`src/hdl/ife_bank_cfg.svh`:
```
`ifndef IFE_BANK_CFG_SVH
`define IFE_BANK_CFG_SVH

// register indices; byte address is four times the index
`define IFE_IDX_TMR_HI_EN   16'hFF18
`define IFE_IDX_PORT_FLAGS  16'hFF1A
`define IFE_IDX_TMR_LO_FLAGS 16'hFF1B
`define IFE_IDX_SER_FLAGS   16'hFF1C
`define IFE_IDX_CLK_FLAGS   16'hFF1D
`define IFE_IDX_TMR_HI_FLAGS 16'hFF1E
`define IFE_IDX_AUX_EN      16'hFF20
`define IFE_IDX_PRIO        16'hFF21
`define IFE_IDX_EVT_STATUS  16'hFF22
`define IFE_IDX_EVT_MASK    16'hFF23

// bus geometry
`define IFE_ADDR_W          18
`define IFE_IDX_W           16

// reset values
`define IFE_RST_EN8         8'h00
`define IFE_RST_FLAGS8      8'h00
`define IFE_RST_SER         6'h00
`define IFE_RST_CLK         4'h0
`define IFE_RST_AUX_EN      26'h0000000
`define IFE_RST_PRIO        16'h0000
`define IFE_RST_EVT         5'h00

// aux enable field positions
`define IFE_AUX_PORT_LSB    0
`define IFE_AUX_TLO_LSB     8
`define IFE_AUX_SER_LSB     16
`define IFE_AUX_CLK_LSB     22

// factor vector positions, lowest index wins a tie
`define IFE_NFACT           34
`define IFE_F_PORT          0
`define IFE_F_TLO           8
`define IFE_F_THI           16
`define IFE_F_SER           24
`define IFE_F_CLK           30

// answers
`define IFE_RESP_OKAY       2'h0
`define IFE_RESP_SLVERR     2'h2

`endif

```
`src/hdl/ife_pkg.sv`:
```
package ife_pkg;
   // complete state of the bank, one flop group
   typedef struct packed {
      logic [7:0]  tmr_hi_en;
      logic [7:0]  port_flags;
      logic [7:0]  tmr_lo_flags;
      logic [5:0]  ser_flags;
      logic [3:0]  clk_flags;
      logic [7:0]  tmr_hi_flags;
      logic [25:0] aux_en;
      logic [15:0] prio;
      logic [4:0]  evt_status;
      logic [4:0]  evt_mask;
      logic        irq;
      logic [1:0]  req_level;
      logic [5:0]  req_vector;
      logic        awready;
      logic        wready;
      logic        aw_have;
      logic        w_have;
      logic [17:0] aw_addr;
      logic [31:0] w_data;
      logic [3:0]  w_strb;
      logic        bvalid;
      logic [1:0]  bresp;
      logic        arready;
      logic        rvalid;
      logic [31:0] rdata;
      logic [1:0]  rresp;
   } ife_state_t;

   typedef logic [1:0] ife_level_t;
endpackage

```
`src/hdl/ife_flag_enable_bank.sv`:
```
// Chosen here: the AXI4-Lite interface to the registers.
`timescale 1ns/1ps
`include "ife_bank_cfg.svh"

// Functional notes
// - Each timer 4 to 7 enable bit is read/write and gates its own request.
// - The timer 4 to 7 enable byte resets to zero.
// - Eight port flags latch their port input event, bit n for input n.
// - Writing one to a flag clears it, writing zero leaves it alone.
// - Timer 0 to 3 underflow and match flags share one byte and set on their event.
// - Serial flags sit in bits 0 to 5 and bits 6 and 7 read zero.
// - Clock timer flags sit in bits 0 to 3 and the upper nibble reads zero.
// - Timer 4 to 7 flags share one byte, timer 7 match at bit 7, timer 4 match at bit 1.
// - Every flag resets to zero.
// - A request goes out only when its level is above the cpu level; level 0 never requests.
// - The highest level is served first, ties by fixed vector order.
module ife_flag_enable_bank (
   input  wire logic                   aclk,
   input  wire logic                   aresetn,
   input  wire logic [17:0]            s_axi_awaddr,
   input  wire logic [2:0]             s_axi_awprot,
   input  wire logic                   s_axi_awvalid,
   output logic                        s_axi_awready,
   input  wire logic [31:0]            s_axi_wdata,
   input  wire logic [3:0]             s_axi_wstrb,
   input  wire logic                   s_axi_wvalid,
   output logic                        s_axi_wready,
   output logic [1:0]                  s_axi_bresp,
   output logic                        s_axi_bvalid,
   input  wire logic                   s_axi_bready,
   input  wire logic [17:0]            s_axi_araddr,
   input  wire logic [2:0]             s_axi_arprot,
   input  wire logic                   s_axi_arvalid,
   output logic                        s_axi_arready,
   output logic [31:0]                 s_axi_rdata,
   output logic [1:0]                  s_axi_rresp,
   output logic                        s_axi_rvalid,
   input  wire logic                   s_axi_rready,
   input  wire logic [7:0]             port_event,
   input  wire logic [7:0]             timer_lo_event,
   input  wire logic [7:0]             timer_hi_event,
   input  wire logic [5:0]             serial_event,
   input  wire logic [3:0]             clock_event,
   input  wire ife_pkg::ife_level_t    cpu_level,
   output logic                        irq,
   output logic [1:0]                  cpu_req_level,
   output logic [5:0]                  cpu_req_vector
);
   import ife_pkg::*;

   ife_state_t                s_reg;
   ife_state_t                s_next;
   logic                      wr_go;
   logic                      ar_take;
   logic [`IFE_IDX_W-1:0]     wr_idx;
   logic [`IFE_IDX_W-1:0]     rd_idx;
   logic [`IFE_NFACT-1:0]     flag_vec;
   logic [`IFE_NFACT-1:0]     en_vec;
   logic [`IFE_NFACT-1:0]     pend_vec;
   logic [2*`IFE_NFACT-1:0]   lvl_vec;
   logic [1:0]                win_level;
   logic [5:0]                win_index;

   // priority system of a factor: 0 port, 1..4 timer pairs, 5/6 serial, 7 clock
   function automatic logic [2:0] factor_system(input int idx);
      if (idx < `IFE_F_TLO)
         return 3'h0;
      else if (idx < `IFE_F_SER)
         return 3'(1 + (idx - `IFE_F_TLO) / 4);
      else if (idx < `IFE_F_SER + 3)
         return 3'h5;
      else if (idx < `IFE_F_CLK)
         return 3'h6;
      else
         return 3'h7;
   endfunction

   // known register index, shared by read and write decode
   function automatic logic reg_known(input logic [`IFE_IDX_W-1:0] idx);
      case (idx)
         `IFE_IDX_TMR_HI_EN, `IFE_IDX_PORT_FLAGS, `IFE_IDX_TMR_LO_FLAGS,
         `IFE_IDX_SER_FLAGS, `IFE_IDX_CLK_FLAGS, `IFE_IDX_TMR_HI_FLAGS,
         `IFE_IDX_AUX_EN, `IFE_IDX_PRIO, `IFE_IDX_EVT_STATUS,
         `IFE_IDX_EVT_MASK: return 1'b1;
         default: return 1'b0;
      endcase
   endfunction

   // byte lane merge for the wider registers
   function automatic logic [31:0] lane_merge(input logic [31:0] old_v,
                                              input logic [31:0] new_v,
                                              input logic [3:0]  strb);
      logic [31:0] r;
      r = old_v;
      for (int b = 0; b < 4; b++) begin
         if (strb[b])
            r[8*b +: 8] = new_v[8*b +: 8];
      end
      return r;
   endfunction

   // read word; unused upper bits read zero
   function automatic logic [31:0] read_word(input logic [`IFE_IDX_W-1:0] idx,
                                             input ife_state_t s);
      case (idx)
         `IFE_IDX_TMR_HI_EN:    return {24'h000000, s.tmr_hi_en};
         `IFE_IDX_PORT_FLAGS:   return {24'h000000, s.port_flags};
         `IFE_IDX_TMR_LO_FLAGS: return {24'h000000, s.tmr_lo_flags};
         `IFE_IDX_SER_FLAGS:    return {26'h0000000, s.ser_flags};
         `IFE_IDX_CLK_FLAGS:    return {28'h0000000, s.clk_flags};
         `IFE_IDX_TMR_HI_FLAGS: return {24'h000000, s.tmr_hi_flags};
         `IFE_IDX_AUX_EN:       return {6'h00, s.aux_en};
         `IFE_IDX_PRIO:         return {16'h0000, s.prio};
         `IFE_IDX_EVT_STATUS:   return {27'h0000000, s.evt_status};
         `IFE_IDX_EVT_MASK:     return {27'h0000000, s.evt_mask};
         default:               return 32'h00000000;
      endcase
   endfunction

   // bus strobes; a write runs once address and data are both held
   assign wr_go   = s_reg.aw_have && s_reg.w_have && !s_reg.bvalid;
   assign ar_take = s_axi_arvalid && s_reg.arready;
   assign wr_idx  = s_reg.aw_addr[`IFE_ADDR_W-1:2];
   assign rd_idx  = s_axi_araddr[`IFE_ADDR_W-1:2];

   // flat flag and enable vectors in vector order
   // flag and enable both
   assign flag_vec = {s_reg.clk_flags, s_reg.ser_flags, s_reg.tmr_hi_flags,
                      s_reg.tmr_lo_flags, s_reg.port_flags};
   assign en_vec   = {s_reg.aux_en[`IFE_AUX_CLK_LSB +: 4], s_reg.aux_en[`IFE_AUX_SER_LSB +: 6],
                      s_reg.tmr_hi_en, s_reg.aux_en[`IFE_AUX_TLO_LSB +: 8],
                      s_reg.aux_en[`IFE_AUX_PORT_LSB +: 8]};
   assign pend_vec = flag_vec & en_vec;

   // per factor level from its system's priority field
   always_comb begin
      for (int i = 0; i < `IFE_NFACT; i++)
         lvl_vec[2*i +: 2] = s_reg.prio[2*factor_system(i) +: 2];
   end

   // level filter and highest level, fixed order on ties
   ife_prio_pick #(
      .NFACT (`IFE_NFACT),
      .IW    (6)
   ) u_pick (
      .pend      (pend_vec),
      .lvl       (lvl_vec),
      .cpu_level (cpu_level),
      .win_level (win_level),
      .win_index (win_index)
   );

   // next state: bus, flags, status, request
   always_comb begin
      logic [7:0] clr8;
      logic [4:0] rd_clr;
      logic [31:0] m;
      clr8   = 8'h00;
      rd_clr = 5'h00;
      m      = 32'h00000000;
      s_next = s_reg;
      // address and data taken in either order
      if (s_axi_awvalid && s_reg.awready) begin
         s_next.aw_have = 1'b1;
         s_next.aw_addr = s_axi_awaddr;
      end
      if (s_axi_wvalid && s_reg.wready) begin
         s_next.w_have = 1'b1;
         s_next.w_data = s_axi_wdata;
         s_next.w_strb = s_axi_wstrb;
      end
      if (s_reg.bvalid && s_axi_bready)
         s_next.bvalid = 1'b0;
      // flags set from events first; clears only remove written ones
      // port flags, timer 0-3, timer 4-7
      s_next.port_flags   = s_reg.port_flags | port_event;
      s_next.tmr_lo_flags = s_reg.tmr_lo_flags | timer_lo_event;
      s_next.tmr_hi_flags = s_reg.tmr_hi_flags | timer_hi_event;
      // serial 6 bits, clock 4 bits
      s_next.ser_flags    = s_reg.ser_flags | serial_event;
      s_next.clk_flags    = s_reg.clk_flags | clock_event;
      if (wr_go) begin
         s_next.aw_have = 1'b0;
         s_next.w_have  = 1'b0;
         s_next.bvalid  = 1'b1;
         s_next.bresp   = reg_known(wr_idx) ? `IFE_RESP_OKAY : `IFE_RESP_SLVERR;
         // write one clears, an event in the same cycle wins
         clr8 = s_reg.w_strb[0] ? s_reg.w_data[7:0] : 8'h00;
         case (wr_idx)
            `IFE_IDX_TMR_HI_EN:
               if (s_reg.w_strb[0])
                  s_next.tmr_hi_en = s_reg.w_data[7:0];
            `IFE_IDX_PORT_FLAGS:
               s_next.port_flags = (s_reg.port_flags & ~clr8) | port_event;
            `IFE_IDX_TMR_LO_FLAGS:
               s_next.tmr_lo_flags = (s_reg.tmr_lo_flags & ~clr8) | timer_lo_event;
            `IFE_IDX_SER_FLAGS:
               s_next.ser_flags = (s_reg.ser_flags & ~clr8[5:0]) | serial_event;
            `IFE_IDX_CLK_FLAGS:
               s_next.clk_flags = (s_reg.clk_flags & ~clr8[3:0]) | clock_event;
            `IFE_IDX_TMR_HI_FLAGS:
               s_next.tmr_hi_flags = (s_reg.tmr_hi_flags & ~clr8) | timer_hi_event;
            `IFE_IDX_AUX_EN: begin
               m = lane_merge({6'h00, s_reg.aux_en}, s_reg.w_data, s_reg.w_strb);
               s_next.aux_en = m[25:0];
            end
            `IFE_IDX_PRIO: begin
               m = lane_merge({16'h0000, s_reg.prio}, s_reg.w_data, s_reg.w_strb);
               s_next.prio = m[15:0];
            end
            `IFE_IDX_EVT_MASK:
               if (s_reg.w_strb[0])
                  s_next.evt_mask = s_reg.w_data[4:0];
            default: ;
         endcase
      end
      // read: answer one cycle after the address is taken
      if (s_reg.rvalid && s_axi_rready)
         s_next.rvalid = 1'b0;
      if (ar_take) begin
         s_next.rvalid = 1'b1;
         s_next.rdata  = read_word(rd_idx, s_reg);
         s_next.rresp  = reg_known(rd_idx) ? `IFE_RESP_OKAY : `IFE_RESP_SLVERR;
         if (rd_idx == `IFE_IDX_EVT_STATUS)
            rd_clr = 5'h1F;
      end
      // sticky group status, read clears, a new event still lands
      s_next.evt_status = (s_reg.evt_status & ~rd_clr) |
                          {|clock_event, |serial_event, |timer_hi_event,
                           |timer_lo_event, |port_event};
      s_next.irq = |(s_next.evt_status & s_next.evt_mask);
      // one new address per side until the answer is gone
      s_next.awready    = !s_next.aw_have && !s_next.bvalid;
      s_next.wready     = !s_next.w_have && !s_next.bvalid;
      s_next.arready    = !s_next.rvalid;
      s_next.req_level  = win_level;
      s_next.req_vector = win_index;
      // enables and flags clear at reset
      if (!aresetn) begin
         s_next              = '0;
         s_next.tmr_hi_en    = `IFE_RST_EN8;
         s_next.port_flags   = `IFE_RST_FLAGS8;
         s_next.tmr_lo_flags = `IFE_RST_FLAGS8;
         s_next.tmr_hi_flags = `IFE_RST_FLAGS8;
         s_next.ser_flags    = `IFE_RST_SER;
         s_next.clk_flags    = `IFE_RST_CLK;
         s_next.aux_en       = `IFE_RST_AUX_EN;
         s_next.prio         = `IFE_RST_PRIO;
         s_next.evt_status   = `IFE_RST_EVT;
         s_next.evt_mask     = `IFE_RST_EVT;
      end
   end

   // single state register, synchronous reset folded in above
   always_ff @(posedge aclk) begin
      s_reg <= s_next;
   end

   // outputs straight from the state flops
   assign s_axi_awready  = s_reg.awready;
   assign s_axi_wready   = s_reg.wready;
   assign s_axi_bvalid   = s_reg.bvalid;
   assign s_axi_bresp    = s_reg.bresp;
   assign s_axi_arready  = s_reg.arready;
   assign s_axi_rvalid   = s_reg.rvalid;
   assign s_axi_rdata    = s_reg.rdata;
   assign s_axi_rresp    = s_reg.rresp;
   assign irq            = s_reg.irq;
   assign cpu_req_level  = s_reg.req_level;
   assign cpu_req_vector = s_reg.req_vector;
endmodule

```
`src/hdl/ife_prio_pick.sv`:
```
`timescale 1ns/1ps
// picks the pending factor with the highest level above the cpu level
module ife_prio_pick #(
   parameter int NFACT = 34,
   parameter int IW    = 6
) (
   input  wire logic [NFACT-1:0]   pend,
   input  wire logic [2*NFACT-1:0] lvl,
   input  wire ife_pkg::ife_level_t cpu_level,
   output logic [1:0]              win_level,
   output logic [IW-1:0]           win_index
);
   import ife_pkg::*;

   // index width must hold every factor
   if (NFACT < 2 || NFACT > (1 << IW))
      $error("ife_prio_pick: NFACT does not fit IW");

   // descending scan with >= lets the lowest index win a tie
   always_comb begin
      win_level = 2'h0;
      win_index = '0;
      for (int i = NFACT - 1; i >= 0; i--) begin
         if (pend[i] && (lvl[2*i +: 2] > cpu_level) && (lvl[2*i +: 2] >= win_level)) begin
            win_level = lvl[2*i +: 2];
            win_index = IW'(i);
         end
      end
   end
endmodule

```
`config.mk`:
```
export PLATFORM = sky130hd
export DESIGN_NAME = ife_flag_enable_bank
export DESIGN_NICKNAME = d
export VERILOG_FILES = /design/src/hdl/ife_pkg.sv /design/src/hdl/ife_flag_enable_bank.sv /design/src/hdl/ife_prio_pick.sv
export VERILOG_INCLUDE_DIRS = /design/src /design/src/hdl
export SDC_FILE = /design/constraint.sdc
export NUM_CORES = 1
export LEC_CHECK = 0
export ABC_AREA = 0
export BUFFER_PORTS_ARGS = -buffer_cell sky130_fd_sc_hd__buf_2
export CAP_MARGIN = 15
export CORE_ASPECT_RATIO = 0.7
export CORE_MARGIN = 2
export CORE_UTILIZATION = 55
export CTS_CLUSTER_SIZE = 20
export DETAILED_ROUTE_END_ITERATION = 12
export PLACE_DENSITY = 0.81
export REMOVE_ABC_BUFFERS = 1
export SLEW_MARGIN = 40
export SYNTH_ARGS = -nofsm -noshare
export SYNTH_HDL_FRONTEND = slang
export SYNTH_SLANG_ARGS = --single-unit
```
`constraint.sdc`:
```
create_clock -name aclk -period 117.5 [get_ports aclk]
set_input_delay 11.75 -clock aclk [delete_from_list [all_inputs] [get_ports aclk]]
set_output_delay 11.75 -clock aclk [all_outputs]
set_load 0.01 [all_outputs]
```
After elaboration in Yosys (flattened, before gate mapping)

Cells that the tools add are included.
W data, S select, Z words.

Flip-flop bits (word level): 194
Input port bits: 121
Output and inout port bits: 50
Logic and storage cells: 325

Reduce and logical (&&, ||, !) cells: 103
Order comparisons: 42
Bitwise logic cells: 24
Equality and inequality tests: 20
Multiplexer cells: 101

Operator list:

| operator               | count |
|---|---|
| $eq A16 B16 Y1 const B | 20 |
| $pmux W26 S10          | 1 |
| $mux W5                | 21 |
| $mux W2                | 40 |
| $logic_and A1 B1 Y1    | 77 |
| $mux W76               | 1 |
| $mux W8                | 9 |
| $ge A2 B2 Y1           | 33 |
| $or A8 B8 Y8           | 6 |
| $mux W4                | 9 |
| $mux W35               | 1 |
| $and A34 B34 Y34       | 1 |
| $reduce_or A33 Y1      | 1 |
| $mux W26               | 1 |
| $and A8 B8 Y8          | 3 |
| $reduce_or A8 Y1       | 3 |
| $reduce_and A3 Y1      | 7 |
| $reduce_or A10 Y1      | 2 |
| $mux W6                | 3 |
| $reduce_or A17 Y1      | 1 |
| $gt A2 B2 Y1           | 8 |
| $mux W16               | 1 |
| $mux W3                | 5 |
| $or A6 B6 Y6           | 2 |
| 19 further kinds       | 34 |

Depth between registers and ports, before layout

Gate-level depths: netlist of run 1.

Depth in word-level cells: 103
Depth in mapped cells: 218
Depth with buffers taken out: 214

Cells and area by module

From an unflattened synthesis of run 1, not the netlist that was laid out.

Cells, all modules: 1,604
Area total of the unflattened synthesis: 12,668.4 µm²

Modules (own cells, without submodules):

| module               | sequential area each (µm²) | instances | area an instance (µm²) | cells each |
|---|---|---|---|---|
| ife_flag_enable_bank | 3,683.5                    | 1         | 7,896.3                | 942 |
| ife_prio_pick        | 0.0                        | 1         | 4,772.1                | 662 |

Least setup slack after synthesis of run 1

OpenSTA, ideal clock, no wires.

Kind: in2reg
From: input port cpu_level[1]
To: register s_reg, in the netlist cpu_req_level[0]
Cell stages on the path: 213
Required time: 117,375 ps
Path slack: 67,724 ps
Arrival time: 49,651 ps
Buffers on the path: 4
Setup time: 125 ps
Path through: inv_1 ha_1 nor2b_1 a2bb2oi_1 clkbuf_1 nand2b_1 nor2_1 ha_1 inv_1 and3_1 o21ai_0 and3_1 ha_1 inv_1 a31oi_1 o21ai_0 a21oi_1 ha_1 (+177 left out) a32o_1 nor2_2 mux2_2 ha_1 nand2b_1 a31oi_1 o31ai_1 and4_1 clkbuf_1 nor3_2 mux2_1 ha_1 nand2b_1 a21oi_1 and4b_1 or3_1 o211ai_1 o31ai_1

Longest elaborated chain between the ends: 103
Elaborated cells between the ends (all ways): 143
Classes of those cells: order compare (41); mux (34); reduce/logical (68)

Ends and longest elaborated chain:

| what                              | line                        | text |
|---|---|---|
| start: declaration                | ife_flag_enable_bank.sv:44  | `input wire ife_pkg::ife_level_t cpu_level,` |
| $gt A2 B2 Y1                      | ife_prio_pick.sv:24         | `if (pend[i] && (lvl[2*i +: 2] > cpu_level) && (lvl[2*i +: 2] >= win_level)) begin` |
| $logic_and A1 B1 Y1 (2 in series) | ife_prio_pick.sv:24         |  |
| $mux W2                           | ife_prio_pick.sv:24         |  |
| $ge A2 B2 Y1                      | ife_prio_pick.sv:24         |  |
| $logic_and A1 B1 Y1               | ife_prio_pick.sv:24         |  |
| $mux W2                           | ife_prio_pick.sv:24         |  |
| $ge A2 B2 Y1                      | ife_prio_pick.sv:24         |  |
| $logic_and A1 B1 Y1               | ife_prio_pick.sv:24         |  |
| (+86 left out)                    | --                          |  |
| $logic_and A1 B1 Y1               | ife_prio_pick.sv:24         |  |
| $mux W2                           | ife_prio_pick.sv:24         |  |
| $ge A2 B2 Y1                      | ife_prio_pick.sv:24         |  |
| $logic_and A1 B1 Y1               | ife_prio_pick.sv:24         |  |
| $mux W2                           | ife_prio_pick.sv:24         |  |
| $ge A2 B2 Y1                      | ife_prio_pick.sv:24         |  |
| $logic_and A1 B1 Y1               | ife_prio_pick.sv:24         |  |
| $mux W2 *                         | ife_prio_pick.sv:24         |  |
| end signal: assignment            | ife_flag_enable_bank.sv:256 | `s_reg <= s_next;` |
| end: declaration                  | ife_flag_enable_bank.sv:51  | `ife_state_t s_reg;` |

Every way passes the cells marked *; elsewhere a longest branch is shown, timed or not.
A chain may end at the register's enable or synchronous reset.

Worst setup path after layout of run 1

From: input port cpu_level[1]
To: register s_reg, in the netlist cpu_req_vector[1]

Longest elaborated chain between the ends: 103
Elaborated cells between the ends (all ways): 174
Classes of those cells: order compare (41); mux (64); reduce/logical (69)

Ends and longest elaborated chain:

| what                              | line |
|---|---|
| $gt A2 B2 Y1                      | ife_prio_pick.sv:24 |
| $logic_and A1 B1 Y1 (2 in series) | ife_prio_pick.sv:24 |
| $mux W2                           | ife_prio_pick.sv:24 |
| $ge A2 B2 Y1                      | ife_prio_pick.sv:24 |
| $logic_and A1 B1 Y1               | ife_prio_pick.sv:24 |
| $mux W2                           | ife_prio_pick.sv:24 |
| $ge A2 B2 Y1                      | ife_prio_pick.sv:24 |
| $logic_and A1 B1 Y1               | ife_prio_pick.sv:24 |
| (+86 left out)                    | -- |
| $logic_and A1 B1 Y1               | ife_prio_pick.sv:24 |
| $mux W2                           | ife_prio_pick.sv:24 |
| $ge A2 B2 Y1                      | ife_prio_pick.sv:24 |
| $logic_and A1 B1 Y1               | ife_prio_pick.sv:24 |
| $mux W2                           | ife_prio_pick.sv:24 |
| $ge A2 B2 Y1                      | ife_prio_pick.sv:24 |
| $logic_and A1 B1 Y1               | ife_prio_pick.sv:24 |
| $reduce_or A3 Y1 (no source line) | -- |

Parallel ways exist; a longest one is shown, timed or not.

==> results of run 1 <==
-- worst paths after layout --
path | endpoint | startpoint | slack (ps)
max | cpu_req_vector[1]$_SDFF_PP0_ | cpu_level[1] | 60290
min | s_reg[63]$_SDFFE_PN0P_ | s_reg[63]$_SDFFE_PN0P_ | 460
min reg2reg | s_reg[63]$_SDFFE_PN0P_ | s_reg[63]$_SDFFE_PN0P_ | 460
max reg2reg | cpu_req_vector[1]$_SDFF_PP0_ | lvl_vec[60]$_SDFFE_PN0P_ | 71520
-- metrics by stage --
step	power [mW]	instance area [sq um]	cells
finish	0.136	12100	1728
global route	0.140	12100	1728
CTS	0.136	12000	1727
detailed placement	0.0762	11400	1695
global placement	0.0759	11400	1695
floorplan	0.0714	10300	1276
-- critical path: cells and delay by family --
family                     cells  cell delay [ps]
AOI/OAI and AO/OA             69            15990
muxes                         10             3570
and+or+nand+nor               88            15260
buffers and inverters          4              550
adders and majority gates     37            10370
-- cells in the final DEF (no fill, tap or decap), types with 7 or more instances in the layout --
master | synthesis | final
nand3b_1 | 7 | 7
a21oi_1 | 112 | 112
nor2_1 | 141 | 141
nand3_1 | 23 | 23
a222oi_1 | 10 | 10
buf_4 | 44 | 8
nand4_1 | 17 | 17
conb_1 | 1 | 8
o21ai_0 | 74 | 74
a31oi_1 | 12 | 12
nor2b_1 | 25 | 25
nand2b_1 | 28 | 28
buf_2 | 2 | 146
nor4_1 | 14 | 12
a221oi_1 | 8 | 8
o211ai_1 | 11 | 11
ha_1 | 49 | 49
nand2_1 | 209 | 208
a22oi_1 | 40 | 40
inv_1 | 60 | 60
dfxtp_1 | 184 | 184
clkbuf_16 | 0 | 17
a211oi_1 | 9 | 8
nor3_1 | 21 | 19
and2_1 | 18 | 18
and3_1 | 13 | 13
mux2i_1 | 53 | 53
mux2_2 | 8 | 8
-- cell type report --
cell class	count	area [sq um]	area share [%]
tap	264	330	2.74
clock buffer	18	439	3.64
multi-input combinational	1031	6370	52.8
sequential	184	3680	30.6
clock inverter	14	194	1.61
timing repair buffer	155	802	6.65
inverter	61	231	1.92
antenna	1	2.50	0.0208
-- routing by layer --
layer / vias to the layer above / global-route usage [%] / part of all wire [%]
li1: 5022 / - / -
met1: 4951 / 45.9 / 43
met4: 4 / 10.9 / 2.7
met2: 639 / 48.2 / 42
met3: 82 / 8.55 / 12
met5: - / 0 / 0.080
-- cells by family (layout without fill, tap and decap cells) --
group	Yosys count	after routing	share of synthesized area, %
and+or+nand+nor	547	547	23.9
AOI/OAI and AO/OA	358	358	22.6
DFF	184	184	34.3
buffers and inverters	154	248	6.94
muxes	63	63	5.99
adders and majority gates	53	53	6.08
xor gates and xnor gates	2	2	0.163
other	1	9	0.0349
-- where the power goes --
group	leakage, nW	total, mW	switching, mW	internal, mW
logic	3.21	0.00880	0.00558	0.00322
registers	1.50	0.0663	0.00207	0.0643
clock network	0.307	0.0609	0.0292	0.0316
total	5.02	0.136	0.0369	0.0991
==> reports/metrics.cfg, run 1 <==
[worst_setup_path]
crit_type=input pin to register
crit_path_max_fanout=12
worst-endpoint-arrival_ps=57570
worst_ep_required_time_ps=117870
rr_worst_depth=207
crit_path_start_kind=input pin
slowest_delay_ps=730
cpMostUsedCell=ha_1
cp_slowest_cell=or4b_2
crit_path_end_kind=register

[global_route]
antenna_found_initial=3
grt_max_degree=101
track_usage_pct=32.6
globalRoute.totalOverflow=0
grt_pass1_vias=9656
grt_pass1_wl_mm=51.8

[sta]
final_max_slew_viol_count=0
fmax_mhz=17.5
slew_headroom_pct=43.2
skew_ps=17.8
whs_ps=458
hold_viol_final=0
setup_ws_ps=60290
min_period_ps=57210
worstMarginPinSlew_ps=849
rsz0062_at_grt=no
min_period_over_period_pct=48.7
setup_viol=0
setup_tns_ps=0

[synthesis]
synthCells=1362
synth_cell_types=90
synthTopCellsByCount=nand2_1, dfxtp_1, nor2_1, a21oi_1, o21ai_0
async_flop_share_pct=0
yosysTopAreaCell=dfxtp_1
synth_warnings=0
syn_area_sq_um=10700
ys_ff_latch=184
yosysMostFrequentCell=nand2_1
synthTopCellsByArea=dfxtp_1, nand2_1, ha_1
synth_ff_type=dfxtp_1
yosysSeqAreaShare_pct=34.3
synth_edf_count=0
yosys.area.top_type_share_pct=34.3
syn_avg_cell_area_sq_um=7.89

[power]
peakVddDrop_mv=0.00963
power_leakage_nw=5.02
power.density_nw_per_um2=11.3

[placement]
io_buffer_count=146
place_ws_ps=60920
gp_congestion=1.04
hpwlAfterDp_mm=25.2

[detailed_routing]
dr.first_iter.drc_count=1225
routed_wl_mm=33.7
wl_per_cell_um=19.5
vias=10700
final_antenna_net_count=0
drt_first_pass_iters=6
viasPerCell=6.19
drc=0

[min_path]
hold_class=register to register
min_path_cells=2

[floorplan]
dieWidth_um=171
start_util_pct=56.5
dieArea_sq_um=20700
pin_count=171
core_region_area_sq_um=19000
die_h_um=121
placementRows=42

[layout]
drive_gt1_share_pct=15.7
areaGrowthSynthToFinish_pct=12.2
post-route-util_pct=63.4
fillCellCount=1729
largest_reg_flops=58
layout.nets=1620

[cts]
cts_resized=0
hold_buffers=0
cts_tree=yes
cts_root_buf=clkbuf_16
h-tree-depth=4
cts_inserted_buffers=17
clkSlewWorstSetupHoldPaths_ps=70
clock_sinks=184
clk_path_buf_depth=2
clk_latency_ps=440
cts_setup_buffers=0

[run_status]
status=finished, final reports clean

[job]
drv_cap=0

No activity file was read; power rests on OpenSTA's default activity.
==> inputs of run 2 (changes only) <==
==> constraint.sdc (replaced) <==
create_clock -name aclk -period 54.2 [get_ports aclk]
set_input_delay 5.42 -clock aclk [delete_from_list [all_inputs] [get_ports aclk]]
set_output_delay 5.42 -clock aclk [all_outputs]
set_load 0.01 [all_outputs]
==> run 2 against run 1 <==
  * Final area shrank 0.15%
  * Critical path depth grew 1
  * Combinational power grew 120%
  * Critical endpoint unchanged
  * Largest power group unchanged
  * Highest routed layer is now met4
==> reports/metrics.cfg, run 2 (synthesis gave the netlist of run 1 again) <==
[detailed_routing]
wl_per_cell_um=19.8  ; was 19.5 um
vias=10600  ; was 10700
dr.first_iter.drc_count=1160  ; was 1225
final_antenna_net_count=0  ; unchanged
drt_first_pass_iters=6  ; unchanged
routed_wl_mm=34.2  ; was 33.7 mm
viasPerCell=6.16  ; was 6.19
drc=0  ; unchanged

[cts]
clkSlewWorstSetupHoldPaths_ps=80  ; was 70 ps
cts_inserted_buffers=17  ; unchanged
hold_buffers=0  ; unchanged
cts_resized=0  ; unchanged
cts_root_buf=clkbuf_16  ; unchanged
h-tree-depth=4  ; unchanged
clk_path_buf_depth=2  ; unchanged
cts_tree=yes  ; unchanged
clk_latency_ps=450  ; was 440 ps
clock_sinks=184  ; unchanged
cts_setup_buffers=0  ; unchanged

[floorplan]
start_util_pct=56.5  ; unchanged
die_h_um=121  ; unchanged
placementRows=42  ; unchanged
pin_count=171  ; unchanged
core_region_area_sq_um=19000  ; unchanged
dieArea_sq_um=20700  ; unchanged
dieWidth_um=171  ; unchanged

[layout]
largest_reg_flops=58  ; unchanged
layout_common_cells=nand2_1, dfxtp_1, buf_2  ; unchanged
post-route-util_pct=63.3  ; was 63.4%
n_antenna_cell=0  ; was 1
final_cells=1728  ; unchanged
areaGrowthSynthToFinish_pct=12.0  ; was 12.2%
final_common_cell=nand2_1  ; unchanged
multi_input_area_sq_um=6370  ; about the same
layout.nets=1621  ; was 1620
drive_gt1_share_pct=15.7  ; about the same
fillCellCount=1745  ; was 1729
ff_latch_area_sq_um=3680  ; unchanged

[placement]
io_buffer_count=146  ; unchanged
hpwlAfterDp_mm=25.7  ; was 25.2 mm
gp_congestion=1.00  ; was 1.04
place_ws_ps=3780  ; was 60920 ps
placed_cells=1696  ; was 1695

[global_route]
gr-usage-met3_pct=6.07  ; was 8.55%
antenna_found_initial=0  ; was 3
grt_pass1_vias=9763  ; was 9656
track_usage_pct=33.1  ; was 32.6%
use_met2_pct=49.9  ; was 48.2%
grt_max_degree=95  ; was 101
globalRoute.totalOverflow=0  ; unchanged
met1_usage_pct=48.6  ; was 45.9%
top_usage_layer=met2  ; unchanged
grt_pass1_wl_mm=53.0  ; was 51.8 mm

[job]
drv_cap=0  ; unchanged

[power]
power_leakage_nw=5.01  ; was 5.02 nW
peakVddDrop_mv=0.0194  ; was 0.00963 mV
power.density_nw_per_um2=24.1  ; was 11.3 nW/um^2
finalPower_mw=0.290  ; was 0.136 mW

[worst_setup_path]
r2r_slack_ps=8350  ; was 71520 ps
crit_path_end_kind=register  ; unchanged
crit_type=input pin to register  ; unchanged
cp_slowest_cell=or4b_2  ; unchanged
reg2reg_to=cpu_req_vector[1]$_SDFF_PP0_  ; unchanged
rr_worst_depth=208  ; was 207
reg2reg_from=lvl_vec[60]$_SDFFE_PN0P_  ; unchanged
crit_path_max_fanout=12  ; unchanged
worst_ep_required_time_ps=54570  ; was 117870 ps
crit_path_start_kind=input pin  ; unchanged
slowest_delay_ps=720  ; was 730 ps
cpMostUsedCell=ha_1  ; unchanged
worst-endpoint-arrival_ps=51160  ; was 57570 ps

[sta]
setup_ws_ps=3410  ; was 60290 ps
min_period_over_period_pct=93.7
skew_ps=11.0  ; was 17.8 ps
setup_tns_ps=0  ; unchanged
final_max_slew_viol_count=0  ; unchanged
worstMarginPinSlew_ps=848  ; was 849 ps
min_period_ps=50790
setup_viol=0  ; unchanged
hold_viol_final=0  ; unchanged
rsz0062_at_grt=no  ; unchanged
slew_headroom_pct=42.9  ; was 43.2%
fmax_mhz=19.7

[min_path]
hold_class=register to register  ; unchanged
min_from=s_reg[61]$_SDFFE_PN0P_  ; was s_reg[63]$_SDFFE_PN0P_
holdPathEnd=s_reg[61]$_SDFFE_PN0P_  ; was s_reg[63]$_SDFFE_PN0P_
min_path_cells=2  ; unchanged

[run_status]
status=finished, final reports clean  ; unchanged

[run 2: how the worst max path moves through the flow]
stage                 startpoint                           end  slack, ps  depth (start not counted)
global placement    cpu_level[1]  cpu_req_vector[4]$_SDFF_PP0_       4390                        206
CTS                 cpu_level[1]  cpu_req_vector[5]$_SDFF_PP0_       3840                        207
finish              cpu_level[1]  cpu_req_vector[1]$_SDFF_PP0_       3410                        209
floorplan           cpu_level[1]   cpu_req_level[0]$_SDFF_PN0_      10750                        207
detailed placement  cpu_level[1]  cpu_req_vector[5]$_SDFF_PP0_       3780                        207
global route        cpu_level[1]  cpu_req_vector[1]$_SDFF_PP0_         60                        210
[run 2: area by class of cell]
cell class / count / share of cell area, %
tap: 264 / 2.74
multi-input combinational: 1031 / 53.0
clock buffer: 18 / 3.57
clock inverter: 14 / 1.48
sequential: 184 / 30.6
timing repair buffer: 156 / 6.73
inverter: 61 / 1.92
[run 2: worst max-delay path: cells and delay by family]
family	cells	cell delay [ps]
and+or+nand+nor	89	14940
AOI/OAI and AO/OA	69	16200
muxes	10	3570
buffers and inverters	4	550
adders and majority gates	37	10450
[run 2: power breakdown]
group	total [mW]	internal [mW]	switching [mW]
clock	0.127	0.0627	0.0647
sequential	0.144	0.139	0.00436
combinational	0.0190	0.00700	0.0120
[run 2: through the flow]
step                area, sq um  hold WS [ps]
CTS                       12000           458
finish                    12000           455
global route              12000           477
global placement          11400           441
detailed placement        11400           448
floorplan                 10300           422
[run 2: routing by layer]
metal	routed length, um	vias to the layer above
li1	-	5022
met1	15800	5023
met2	14600	543
met3	3150	58
met4	677	0
met5	0	-
